==> src/ccr_pkg.sv <==
/*
 * ccr_pkg: shared constants and types for the cpu core register block.
 * Assumes a single core clock at 100 MHz and an active high async reset.
 */
package ccr_pkg;

    ////////////////////////////////////////////////////////////////////////
    // data-space locations of the core registers
    localparam logic [7:0] CCR_ADDR_PTR_ONE    = 8'h80;
    localparam logic [7:0] CCR_ADDR_PTR_TWO    = 8'h81;
    localparam logic [7:0] CCR_ADDR_SHORT_ONE  = 8'h82;
    localparam logic [7:0] CCR_ADDR_SHORT_TWO  = 8'h83;
    localparam logic [7:0] CCR_ADDR_RESULT     = 8'hFF;

    ////////////////////////////////////////////////////////////////////////
    // widths and sizes
    localparam int         CCR_DW              = 8;
    localparam int         CCR_PCW             = 12;
    localparam int         CCR_STACK_DEPTH     = 6;
    localparam int         CCR_BANKW           = 2;

    // vectors; plain defaults, the chip decides the real map
    localparam logic [11:0] CCR_RESET_VECTOR   = 12'hFFE;
    localparam logic [11:0] CCR_IRQ_VECTOR     = 12'hFF0;
    localparam logic [11:0] CCR_NMI_VECTOR     = 12'hFFC;

    ////////////////////////////////////////////////////////////////////////
    // machine cycle timing: core clock divided by 13
    localparam int         CCR_MC_DIV          = 13;
    localparam logic [3:0] CCR_MC_LAST         = 4'(CCR_MC_DIV - 1);
    localparam logic [3:0] CCR_MC_RESET        = 4'h0;
    localparam logic [2:0] CCR_CYC_RESET       = 3'h0;

    ////////////////////////////////////////////////////////////////////////
    // types
    typedef enum logic [1:0] {
        CCR_CTX_NORMAL,
        CCR_CTX_IRQ,
        CCR_CTX_NMI
    } ccr_ctx_t;

    typedef enum logic [2:0] {
        CCR_OP_SEQ,
        CCR_OP_JUMP,
        CCR_OP_CALL,
        CCR_OP_BRANCH,
        CCR_OP_SUB_EXIT,
        CCR_OP_IRQ_EXIT,
        CCR_OP_IRQ,
        CCR_OP_NMI
    } ccr_op_t;

    typedef enum logic {
        CCR_ST_IDLE,
        CCR_ST_BUSY
    } ccr_state_t;

endpackage

==> src/ccr_stack.sv <==
/*
 * ccr_stack: six-level 12-bit return stack with no pointer visible to code.
 * Assumes push and pop are never asserted together by the owner.
 */
`timescale 1ns/1ps

module ccr_stack
    import ccr_pkg::*;
(
    input  wire logic                 core_clk,
    input  wire logic                 rst,
    input  wire logic                 push,
    input  wire logic                 pop,
    input  wire logic [CCR_PCW-1:0]   push_data,
    output logic      [CCR_PCW-1:0]   top_data,
    output logic                      empty
);

    logic [CCR_PCW-1:0] lvl_r   [CCR_STACK_DEPTH];
    logic [CCR_PCW-1:0] lvl_nxt [CCR_STACK_DEPTH];
    logic [2:0]         fill_r;
    logic [2:0]         fill_nxt;

    ////////////////////////////////////////////////////////////////////////
    // per level shift: up on push, down on pop
    for (genvar i = 0; i < CCR_STACK_DEPTH; i++) begin : g_lvl
        always_comb begin
            lvl_nxt[i] = lvl_r[i];
            if (push) begin
                lvl_nxt[i] = (i == 0) ? push_data : lvl_r[(i == 0) ? 0 : i - 1];
            end else if (pop && fill_r != 3'h0) begin
                // bottom level keeps its old copy, level six drops out on push
                lvl_nxt[i] = (i == CCR_STACK_DEPTH - 1) ? lvl_r[i] : lvl_r[(i == CCR_STACK_DEPTH - 1) ? i : i + 1];
            end
        end

        // contents carry no reset; software never sees an unpushed level
        always_ff @(posedge core_clk) begin
            lvl_r[i] <= lvl_nxt[i];
        end
    end

    ////////////////////////////////////////////////////////////////////////
    // fill level saturates both ways, no error signalled
    always_comb begin
        fill_nxt = fill_r;
        if (push && fill_r != 3'(CCR_STACK_DEPTH)) begin
            fill_nxt = fill_r + 3'h1;
        end else if (pop && fill_r != 3'h0) begin
            fill_nxt = fill_r - 3'h1;
        end
    end

    always_ff @(posedge core_clk or posedge rst) begin
        if (rst) begin
            fill_r <= 3'h0;
        end else begin
            fill_r <= fill_nxt;
        end
    end

    assign top_data = lvl_r[0];
    assign empty    = (fill_r == 3'h0);

endmodule

==> src/ccr_flags.sv <==
/*
 * ccr_flags: three carry/zero pairs, one per execution context.
 * Assumes the owner presents the current context on ctx every cycle.
 */
`timescale 1ns/1ps

module ccr_flags
    import ccr_pkg::*;
(
    input  wire logic      core_clk,
    input  wire logic      rst,
    input  ccr_ctx_t       ctx,
    input  wire logic      carry_we,
    input  wire logic      carry_in,
    input  wire logic      zero_we,
    input  wire logic      zero_in,
    output logic           carry_out,
    output logic           zero_out,
    output logic [2:0]     carry_all,
    output logic [2:0]     zero_all
);

    logic [2:0] carry_r;
    logic [2:0] carry_nxt;
    logic [2:0] zero_r;
    logic [2:0] zero_nxt;

    ////////////////////////////////////////////////////////////////////////
    // only the pair of the live context ever changes; others hold
    for (genvar i = 0; i < 3; i++) begin : g_pair
        always_comb begin
            carry_nxt[i] = carry_r[i];
            zero_nxt[i]  = zero_r[i];
            if (ctx == ccr_ctx_t'(i)) begin
                if (carry_we) begin
                    carry_nxt[i] = carry_in;
                end
                if (zero_we) begin
                    zero_nxt[i] = zero_in;
                end
            end
        end
    end

    always_ff @(posedge core_clk or posedge rst) begin
        if (rst) begin
            carry_r <= 3'h0;
            zero_r  <= 3'h0;
        end else begin
            carry_r <= carry_nxt;
            zero_r  <= zero_nxt;
        end
    end

    assign carry_out = carry_r[ctx];
    assign zero_out  = zero_r[ctx];
    assign carry_all = carry_r;
    assign zero_all  = zero_r;

endmodule

==> src/ccr_core.sv <==
/*
 * ccr_core: programmer-visible state of the 8-bit cpu core: data-space
 * registers, instruction pointer, flag banks, return stack, machine cycle.
 * Assumes a sequencer that issues one op at a time with its cycle count,
 * an alu that reports results, and a data-space bus that decodes addresses.
 */
// Function
// - 8-bit result register used by all operations, data-space address FFh.
// - pointer registers at 80h and 81h, usable indirectly and directly.
// - short-direct registers at 82h and 83h, also directly addressable.
// - 12-bit instruction pointer addresses 4096 program bytes.
// - program space beyond 4096 bytes reached via a bank switch value.
// - pointer increments after fetch; relative jump adds offset via adder.
// - pointer loads jump, call, relative, interrupt and reset targets.
// - returns load stack top; ordinary instructions advance pointer by one.
// - three carry/zero pairs: normal, interrupt, non-maskable.
// - interrupt entry switches flag pair; irq exit restores previous pair.
// - pairs never cleared on switch; each reachable only in its context.
// - carry from arithmetic carry/borrow, bit test, used by rotate.
// - zero set when last arithmetic or logic result is zero.
// - after reset the non-maskable context and its flag pair are live.
// - six-level 12-bit lifo stack outside data space.
// - call or interrupt shifts levels up, pointer into level one.
// - return moves level one to pointer, shifts levels down.
// - over six nestings stack stays deepest, oldest lost, no error.
// - return on empty stack keeps stack, continues with next instruction.
// - machine cycle is the core clock divided by 13.
// - instructions take two, four or five machine cycles.
`timescale 1ns/1ps

module ccr_core
    import ccr_pkg::*;
(
    input  wire logic                  core_clk,
    input  wire logic                  rst,
    // sequencer op port
    input  wire logic                  op_valid,
    output logic                       op_ready,
    input  ccr_op_t                    op_code,
    input  wire logic [2:0]            op_cycles,
    input  wire logic [CCR_PCW-1:0]    op_target,
    input  wire logic [CCR_DW-1:0]     op_offset,
    output logic                       op_done,
    output logic                       mc_tick,
    // program memory side
    input  wire logic                  fetch_inc,
    input  wire logic [CCR_BANKW-1:0]  bank_sel,
    output logic [CCR_PCW-1:0]         instr_pointer,
    output logic [CCR_BANKW-1:0]       pm_bank,
    // data-space bus
    input  wire logic [7:0]            ds_addr,
    input  wire logic                  ds_wr,
    input  wire logic [CCR_DW-1:0]     ds_wdata,
    input  wire logic                  ds_rd,
    output logic [CCR_DW-1:0]          ds_rdata,
    output logic                       ds_rvalid,
    output logic                       ds_hit,
    // alu side
    input  wire logic                  alu_we,
    input  wire logic [CCR_DW-1:0]     alu_result,
    input  wire logic                  carry_we,
    input  wire logic                  carry_in,
    input  wire logic                  zero_we,
    input  wire logic                  zero_in,
    output logic                       carry_out,
    output logic                       zero_out,
    output logic [CCR_DW-1:0]          result_q,
    output logic [CCR_DW-1:0]          pointer_one_q,
    output logic [CCR_DW-1:0]          pointer_two_q,
    output ccr_ctx_t                   ctx_q
);

    ////////////////////////////////////////////////////////////////////////
    // declarations
    logic [CCR_DW-1:0]   result_reg_r,        result_reg_nxt;
    logic [CCR_DW-1:0]   pointer_one_r,       pointer_one_nxt;
    logic [CCR_DW-1:0]   pointer_two_r,       pointer_two_nxt;
    logic [CCR_DW-1:0]   short_slot_first_r,  short_slot_first_nxt;
    logic [CCR_DW-1:0]   short_slot_second_r, short_slot_second_nxt;
    logic [CCR_DW-1:0]   rdata_r,             rdata_nxt;
    logic                rvalid_r,            rvalid_nxt;
    logic [3:0]          mc_cnt_r,            mc_cnt_nxt;
    ccr_state_t          state_r,             state_nxt;
    ccr_op_t             op_r,                op_nxt;
    logic [2:0]          left_r,              left_nxt;
    logic [CCR_PCW-1:0]  tgt_r,               tgt_nxt;
    logic [CCR_DW-1:0]   off_r,               off_nxt;
    logic [CCR_PCW-1:0]  ip_r,                ip_nxt;
    logic [CCR_BANKW-1:0] bank_r,             bank_nxt;
    ccr_ctx_t            ctx_r,               ctx_nxt;
    ccr_ctx_t            sav0_r,              sav0_nxt;
    ccr_ctx_t            sav1_r,              sav1_nxt;
    logic [1:0]          sav_cnt_r,           sav_cnt_nxt;
    logic                commit;
    logic                push;
    logic                pop;
    logic                stk_empty;
    logic [CCR_PCW-1:0]  stk_top;
    logic [CCR_PCW-1:0]  rel_sum;

    ////////////////////////////////////////////////////////////////////////
    // data-space registers; bus write beats an alu write to the result
    always_comb begin
        result_reg_nxt        = result_reg_r;
        pointer_one_nxt       = pointer_one_r;
        pointer_two_nxt       = pointer_two_r;
        short_slot_first_nxt  = short_slot_first_r;
        short_slot_second_nxt = short_slot_second_r;
        if (alu_we) begin
            result_reg_nxt = alu_result;
        end
        if (ds_wr) begin
            unique case (ds_addr)
                CCR_ADDR_RESULT:    result_reg_nxt        = ds_wdata;
                CCR_ADDR_PTR_ONE:   pointer_one_nxt       = ds_wdata;
                CCR_ADDR_PTR_TWO:   pointer_two_nxt       = ds_wdata;
                CCR_ADDR_SHORT_ONE: short_slot_first_nxt  = ds_wdata;
                CCR_ADDR_SHORT_TWO: short_slot_second_nxt = ds_wdata;
                default:            ;
            endcase
        end
    end

    // no reset on purpose: contents are undefined until software sets them
    always_ff @(posedge core_clk) begin
        result_reg_r        <= result_reg_nxt;
        pointer_one_r       <= pointer_one_nxt;
        pointer_two_r       <= pointer_two_nxt;
        short_slot_first_r  <= short_slot_first_nxt;
        short_slot_second_r <= short_slot_second_nxt;
    end

    ////////////////////////////////////////////////////////////////////////
    // read path: one cycle to data, only for our five locations
    always_comb begin
        ds_hit    = 1'b1;
        rdata_nxt = rdata_r;
        unique case (ds_addr)
            CCR_ADDR_RESULT:    rdata_nxt = result_reg_r;
            CCR_ADDR_PTR_ONE:   rdata_nxt = pointer_one_r;
            CCR_ADDR_PTR_TWO:   rdata_nxt = pointer_two_r;
            CCR_ADDR_SHORT_ONE: rdata_nxt = short_slot_first_r;
            CCR_ADDR_SHORT_TWO: rdata_nxt = short_slot_second_r;
            default:            ds_hit    = 1'b0;
        endcase
        if (!ds_rd) begin
            rdata_nxt = rdata_r;
        end
        rvalid_nxt = ds_rd && ds_hit;
    end

    always_ff @(posedge core_clk or posedge rst) begin
        if (rst) begin
            rdata_r  <= 8'h00;
            rvalid_r <= 1'b0;
        end else begin
            rdata_r  <= rdata_nxt;
            rvalid_r <= rvalid_nxt;
        end
    end

    ////////////////////////////////////////////////////////////////////////
    // machine cycle divider and op sequencing
    always_comb begin
        mc_cnt_nxt = (mc_cnt_r == CCR_MC_LAST) ? CCR_MC_RESET : mc_cnt_r + 4'h1;
        state_nxt  = state_r;
        op_nxt     = op_r;
        left_nxt   = left_r;
        tgt_nxt    = tgt_r;
        off_nxt    = off_r;
        commit     = 1'b0;
        unique case (state_r)
            CCR_ST_IDLE: begin
                if (op_valid) begin
                    state_nxt = CCR_ST_BUSY;
                    op_nxt    = op_code;
                    // a zero count would wrap to seven and run eight ticks, so treat it as one
                    left_nxt  = (op_cycles == 3'h0) ? 3'h1 : op_cycles;
                    tgt_nxt   = op_target;
                    off_nxt   = op_offset;
                end
            end
            CCR_ST_BUSY: begin
                if (mc_tick) begin
                    left_nxt = left_r - 3'h1;
                    if (left_r == 3'h1) begin
                        commit    = 1'b1;
                        state_nxt = CCR_ST_IDLE;
                    end
                end
            end
        endcase
    end

    always_ff @(posedge core_clk or posedge rst) begin
        if (rst) begin
            mc_cnt_r <= CCR_MC_RESET;
            state_r  <= CCR_ST_IDLE;
            op_r     <= CCR_OP_SEQ;
            left_r   <= CCR_CYC_RESET;
            tgt_r    <= 12'h000;
            off_r    <= 8'h00;
        end else begin
            mc_cnt_r <= mc_cnt_nxt;
            state_r  <= state_nxt;
            op_r     <= op_nxt;
            left_r   <= left_nxt;
            tgt_r    <= tgt_nxt;
            off_r    <= off_nxt;
        end
    end

    ////////////////////////////////////////////////////////////////////////
    // instruction pointer, bank and context
    // relative target: offset sign-extended and added in one adder
    assign rel_sum = ip_r + {{(CCR_PCW - CCR_DW){off_r[CCR_DW-1]}}, off_r};

    always_comb begin
        ip_nxt      = ip_r;
        bank_nxt    = bank_sel;
        ctx_nxt     = ctx_r;
        sav0_nxt    = sav0_r;
        sav1_nxt    = sav1_r;
        sav_cnt_nxt = sav_cnt_r;
        push        = 1'b0;
        pop         = 1'b0;
        if (fetch_inc) begin
            ip_nxt = ip_r + 12'h001;
        end
        if (commit) begin
            unique case (op_r)
                CCR_OP_SEQ:    ip_nxt = ip_r + 12'h001;
                CCR_OP_JUMP:   ip_nxt = tgt_r;
                CCR_OP_BRANCH: ip_nxt = rel_sum;
                CCR_OP_CALL: begin
                    push   = 1'b1;
                    ip_nxt = tgt_r;
                end
                CCR_OP_SUB_EXIT, CCR_OP_IRQ_EXIT: begin
                    pop    = 1'b1;
                    // empty stack: fall through to the next instruction
                    ip_nxt = stk_empty ? ip_r + 12'h001 : stk_top;
                    if (op_r == CCR_OP_IRQ_EXIT) begin
                        ctx_nxt     = (sav_cnt_r == 2'h0) ? CCR_CTX_NORMAL : sav0_r;
                        sav0_nxt    = sav1_r;
                        sav_cnt_nxt = (sav_cnt_r == 2'h0) ? 2'h0 : sav_cnt_r - 2'h1;
                    end
                end
                CCR_OP_IRQ, CCR_OP_NMI: begin
                    push        = 1'b1;
                    ip_nxt      = (op_r == CCR_OP_NMI) ? CCR_NMI_VECTOR : CCR_IRQ_VECTOR;
                    ctx_nxt     = (op_r == CCR_OP_NMI) ? CCR_CTX_NMI : CCR_CTX_IRQ;
                    sav0_nxt    = ctx_r;
                    sav1_nxt    = sav0_r;
                    sav_cnt_nxt = (sav_cnt_r == 2'h2) ? 2'h2 : sav_cnt_r + 2'h1;
                end
            endcase
        end
    end

    always_ff @(posedge core_clk or posedge rst) begin
        if (rst) begin
            ip_r      <= CCR_RESET_VECTOR;
            bank_r    <= 2'h0;
            ctx_r     <= CCR_CTX_NMI;
            sav0_r    <= CCR_CTX_NORMAL;
            sav1_r    <= CCR_CTX_NORMAL;
            sav_cnt_r <= 2'h0;
        end else begin
            ip_r      <= ip_nxt;
            bank_r    <= bank_nxt;
            ctx_r     <= ctx_nxt;
            sav0_r    <= sav0_nxt;
            sav1_r    <= sav1_nxt;
            sav_cnt_r <= sav_cnt_nxt;
        end
    end

    ////////////////////////////////////////////////////////////////////////
    // return stack and flag banks
    ccr_stack u_stack (
        .core_clk  (core_clk),
        .rst       (rst),
        .push      (push),
        .pop       (pop),
        .push_data (ip_r),
        .top_data  (stk_top),
        .empty     (stk_empty)
    );

    ccr_flags u_flags (
        .core_clk  (core_clk),
        .rst       (rst),
        .ctx       (ctx_r),
        .carry_we  (carry_we),
        .carry_in  (carry_in),
        .zero_we   (zero_we),
        .zero_in   (zero_in),
        .carry_out (carry_out),
        .zero_out  (zero_out),
        .carry_all (),
        .zero_all  ()
    );

    ////////////////////////////////////////////////////////////////////////
    // outputs
    assign mc_tick       = (mc_cnt_r == CCR_MC_LAST);
    assign op_ready      = (state_r == CCR_ST_IDLE);
    assign op_done       = commit;
    assign instr_pointer = ip_r;
    assign pm_bank       = bank_r;
    assign ds_rdata      = rdata_r;
    assign ds_rvalid     = rvalid_r;
    assign result_q      = result_reg_r;
    assign pointer_one_q = pointer_one_r;
    assign pointer_two_q = pointer_two_r;
    assign ctx_q         = ctx_r;

endmodule

==> config.mk <==
export PLATFORM = sky130hd
export DESIGN_NAME = ccr_core
export DESIGN_NICKNAME = d
export VERILOG_FILES = /design/src/ccr_pkg.sv /design/src/ccr_stack.sv /design/src/ccr_flags.sv /design/src/ccr_core.sv
export SDC_FILE = /design/constraint.sdc
export NUM_CORES = 1
export LEC_CHECK = 0
export BUFFER_PORTS_ARGS = -buffer_cell sky130_fd_sc_hd__buf_2
export CAP_MARGIN = 25
export CORE_MARGIN = 2
export CORE_UTILIZATION = 60
export DETAILED_ROUTE_END_ITERATION = 8
export PLACE_DENSITY = 0.87
export REMOVE_ABC_BUFFERS = 1
export SETUP_SLACK_MARGIN = 0.2
export SYNTH_ARGS = -nofsm -noshare
export SYNTH_HDL_FRONTEND = slang
export SYNTH_HIERARCHICAL = 1
export SYNTH_SLANG_ARGS = --single-unit
==> constraint.sdc <==
create_clock -name core_clk -period 10.9 [get_ports core_clk]
set_input_delay 0 -clock core_clk [delete_from_list [all_inputs] [get_ports core_clk]]
set_output_delay 0 -clock core_clk [all_outputs]
set_load 0.05 [all_outputs]
# After elaboration in Yosys (flattened, before gate mapping)
# Memories as Yosys holds them, arrays and structs flattened.
# Index checks and enable logic that the tools add are counted.
classes:
  reduce_logical: 33
  n_mul: 0
  n_eq_ne: 21
  add_sub_neg: 8
  muxes: 53
  shifts: 0
  div: 0
  bitwise: 1
  order_cmp: 1
ops:
  columns: ["op", "count"]
  rows:
  - ["12-bit two-way mux", 14]
  - ["12-bit one-hot mux with 5 select lines", 1]
  - ["8-bit == test (second input constant)", 5]
  - ["8-bit one-hot mux with 5 select lines", 1]
  - ["2-bit AND reduction", 14]
  - ["8-bit two-way mux", 3]
  - ["3-bit two-way mux", 5]
  - ["2-bit two-way mux", 7]
  - ["1-bit two-way mux", 13]
  - ["12-bit by 1-bit adder with 12-bit output (second input constant)", 1]
  - ["12-bit adder", 1]
  - ["3-bit == test (second input constant)", 4]
  - ["2-bit one-hot mux with 2 select lines", 3]
  - ["3-bit zero test", 3]
  - ["4-bit two-way mux", 2]
  - ["3-bit by 1-bit == test with 1-bit output (second input constant)", 2]
  - ["3-bit by 2-bit == test with 1-bit output (second input constant)", 2]
  - ["2-bit != test (second input constant)", 3]
  - ["3-bit one-hot mux with 2 select lines", 1]
  - ["2-bit nonzero test", 3]
  - ["2-bit OR reduction", 3]
  - ["3-bit by 1-bit subtractor with 3-bit output (second input constant)", 2]
  - ["5-bit nonzero test", 1]
  - ["5-bit OR reduction", 1]
  - ["other kinds (17)", 22]
totals:
  word_cells: 144
  reg_bits: 111
  latch_bits: 0
  out_inout_bits: 55
  ramBits: 72
  memories: 1
  rom_bits: 0
mem_list:
  columns: ["name", "depth", "word_bits", "rd", "rd_clocked_by_memory_dff", "wr", "line", "rtl"]
  rows:
  - ["u_stack.lvl_r", 6, 12, 6, 0, 6, "ccr_stack.sv:19", "logic [CCR_PCW-1:0] lvl_r [CCR_STACK_DEPTH];"]

# Longest topological paths before layout
logic_depth:
  ltp_word: 8
  ltp_mapped: 15
  mapped_depth_nobuf: 13

# By module
# The synthesis kept the hierarchy.
by_module_without_submodules:
  columns: ["module", "cells_per_inst", "area_each_um2", "n_inst"]
  rows:
  - ["ccr_core", 496, 5398.9, 1]
  - ["ccr_stack", 177, 3163.0, 1]
  - ["ccr_flags", 26, 370.4, 1]

# Least setup slack after synthesis
# No wires, ideal clock.
synth_path:
  path_type: "register -> register"
  from: "reg, netlist name mc_cnt_r[0]"
  to: "mem u_stack.lvl_r[0][0] (enable)"
  t_arrival_ns: 4.503
  period_less_slack_ns: 4.993
  stages_incl_launch_ff: 10
  setup_slack_ns: 5.907
  t_required_ns: 10.410
  setup_time_ns: 0.490
  path_cell_list: "dfrtp_1 -> inv_1 -> ha_1 -> nand3_1 -> inv_2 -> nand3_2 -> buf_2 -> nor2_1 -> inv_1 -> o21bai_1"
synth_lines:
  columns: ["item", "line"]
  rows:
  - ["end, declared", "ccr_stack.sv:19"]

==> results.yml <==
placement:
  place_hpwl_mm: 14.2
  finalWeightedCongestion: 0.910
  placed_area_um2: 9680
  pre_cts_ws_ps: 7150
  portBuffers: 117
sta:
  setup_viol: 0
  worstMarginPinSlew_ps: 974
  period_share: 0.354
  min_period_ps: 3860
  fin_setup_tns_ps: 0
  slew_headroom: 0.350
  clock.fmax_mhz: 259
  finalHoldViolCount: 0
  maxSlewViolCount: 0
  fin_ws_ps: 7040
  grt_setup_unrepaired: "no"
  clock_skew_ps: 11.9
setup_path:
  worst_r2r_startpoint: "mc_cnt_r[0]$_DFF_PP0_"
  start_kind: "flop"
  reg2reg_setup_slack_ps: 7040
  critical_path_class: "reg2reg"
  worstSetupStartpoint: "mc_cnt_r[0]$_DFF_PP0_"
  cp_cell_sequence: "inv_1 -> ha_1 -> nand3_1 -> inv_2 -> nand3_2 -> clkinv_1 -> and3_2 -> buf_4 -> o21bai_4 -> buf_4"
  path_buf_inv: 5
  crit_family: "buffers and inverters"
  slowest_stage: "buf_4"
  crit_fanout: 84
  cp.required_ps: 10970
  end_kind: "flop"
  arrival_ps: 3930
  max_stage_delay_ps: 740
  cpMostUsedCell: "buf_4"
routing:
  drc: 0
  top_layer: "met4"
  met2_length_mm: 11.6
  num_vias: 6641
  dr.pass1.iters: 6
  wl_met3_mm: 1.44
  drt.antenna.violating_nets: 0
  avgViaCountPerCell: 6.21
  routedWlPerCell_um: 21.2
  drt-met1-wl_mm: 8.58
  drt-initial-drc-count: 551
  routed_wl_mm: 22.7
logic_synthesis:
  yosysSeqAreaShare: 0.568
  ys_top_cells_by_area: "edfxtp_1 (35%), dfrtp_1 (17%), mux2_2 (11%), dfstp_2 (3.5%), mux2i_1 (2.7%)"
  synth-edff-count: 104
  yosys.area.top_type: "edfxtp_1"
  ys_ff_latch: 183
  ys.flop_type: "edfxtp_1"
  synth_top_area_frac: 0.350
  ys_warn_count: 6
  synth.cell_area_um2: 8930
  synthCells: 699
  synth_cell_type_count: 72
  async_reset_ff_frac: 0.388
  synth_area_per_cell_um2: 12.8
floorplan:
  core_area_um2: 14500
  die_h_um: 126
  ioPinCount: 118
  fp-row-count: 44
  initial_utilization: 0.615
  die_area_um2: 15900
  die_w_um: 126
finish:
  n_fill_cell: 899
  layout-drive-gt1-share: 0.332
  layout_commonest_cell: "buf_2"
  antenna_cells: 0
  multi_input_area_um2: 3610
  seqCellArea_um2: 5070
  final_cell_mix: "buf_2 (117), edfxtp_1 (104), mux2_2 (88), dfrtp_1 (59), dlygate4sd3_1 (59)"
  nNetsFinal: 957
  fin_area_um2: 10900
  area_delta_synth_final_pct: 22.3
hold_path:
  hold_path_class: "in2async"
pwr:
  max-vdd-ir-drop_v: 0.000146
  p_leak_nw: 4.02
  pwr_density_cell_nw_per_um2: 229
clock_tree:
  cts_tree: "yes"
  cts-htree-levels: 4
  clk_pin_slew_ps: 80
  cts.sinks: 183
  cts-root-buf: "clkbuf_16"
  cts_resized: 0
  ctsHoldBuffers: 59
  cts-buffers-inserted: 17
  post_cts_buffers: 0
  insertion_delay_ps: 440
  cts_buffer_depth: 2
global_routing:
  antenna_found_initial: 0
  grt.overflow.total: 0
  track_usage: 0.290
  grt_pass1_wl_mm: 35.7
  grt_pass1_vias: 6887
  grt_max_degree: 85
status:
  outcome: "completed"
flow_run:
  drv_cap: 0
==> power by group <==
part           total [mW]  internal, mW  switching (mW)
registers           0.978         0.841           0.137
clock network       0.649         0.323           0.327
logic               0.876         0.351           0.525
==> per-layer routing <==
metal / track usage / vias to the layer above
li1: - / 2964
met1: 0.337 / 3263
met2: 0.506 / 341
met3: 0.0684 / 73
met4: 0.144 / 0
met5: 0 / -
==> tightest hold or removal path, delay by kind of cell <==
family	cells	cell delay, ps
buf+inv	3	860
==> layout make-up <==
cell class | instances | share of cell area
Sequential cell | 183 | 0.464
Multi-Input combinational cell | 459 | 0.331
Timing Repair Buffer | 187 | 0.115
Clock buffer | 17 | 0.0389
Clock inverter | 15 | 0.0211
Tap cell | 184 | 0.0211
Inverter | 25 | 0.00859
==> per-stage QoR <==
stage	utilization	hold slack [ps]	total power, mW	instances
global placement	0.666	-91.4	1.78	978
finish	0.752	47.8	2.50	1070
floorplan	-	-246	1.58	667
global route	0.752	40.3	2.63	1070
detailed placement	0.666	-93.4	1.82	979
CTS	0.752	32.5	2.49	1070
==> cell usage after synthesis, drive strengths merged (9+ instances only) <==
cell	count
a21oi	35
buf	19
clkbuf	13
dfrtp	59
dfstp	12
edfxtp	104
ha	19
inv	24
mux2	93
mux2i	24
nand2	47
nand3	9
nor2	47
nor2b	9
nor3	14
o21ai	42
xnor2	12
==> path summary, 6_finish.rpt <==
kind                                                    end  depth (start not counted)
setup / recovery              u_stack/lvl_r[2][1]$_DFFE_PP_                         10
hold / removal             u_flags/carry_all[0]$_DFFE_PP0P_                          3
setup reg to reg              u_stack/lvl_r[2][1]$_DFFE_PP_                         10
hold reg to reg               u_stack/lvl_r[5][1]$_DFFE_PP_                          0
max in group asynchronous              pm_bank[1]$_DFF_PP0_                          4
min in group core_clk                   result_q[2]$_DFF_P_                          3
==> kinds of logic (layout without fill, tap and decap cells) <==
logic type / count (synthesis) / in the layout / synth area share
AOI/OAI and AO/OA: 143 / 143 / 0.102
xor gates and xnor gates: 14 / 14 / 0.0137
adders and majority gates: 21 / 21 / 0.0311
buffers and inverters: 57 / 244 / 0.0296
DFF: 183 / 183 / 0.568
muxes: 125 / 125 / 0.166
and+or+nand+nor: 156 / 156 / 0.0898
==> registers in the layout, indices dropped and copies added, names as in the netlist <==
signal	flops
off_r	8
sav0_r	2
short_slot_second_r	8
tgt_r	12
pointer_two_q	8
mc_cnt_r	4
pointer_one_q	8
ctx_q	2
ds_rvalid	1
instr_pointer	12
u_flags/carry_all	3
result_q	8
left_r	3
ds_rdata	8
state_r	1
sav_cnt_r	2
sav1_r	2
pm_bank	2
u_stack/lvl_r	72
op_r	3
u_flags/zero_all	3
u_stack/fill_r	3
short_slot_first_r	8
Power figures use the tool's default switching activity.
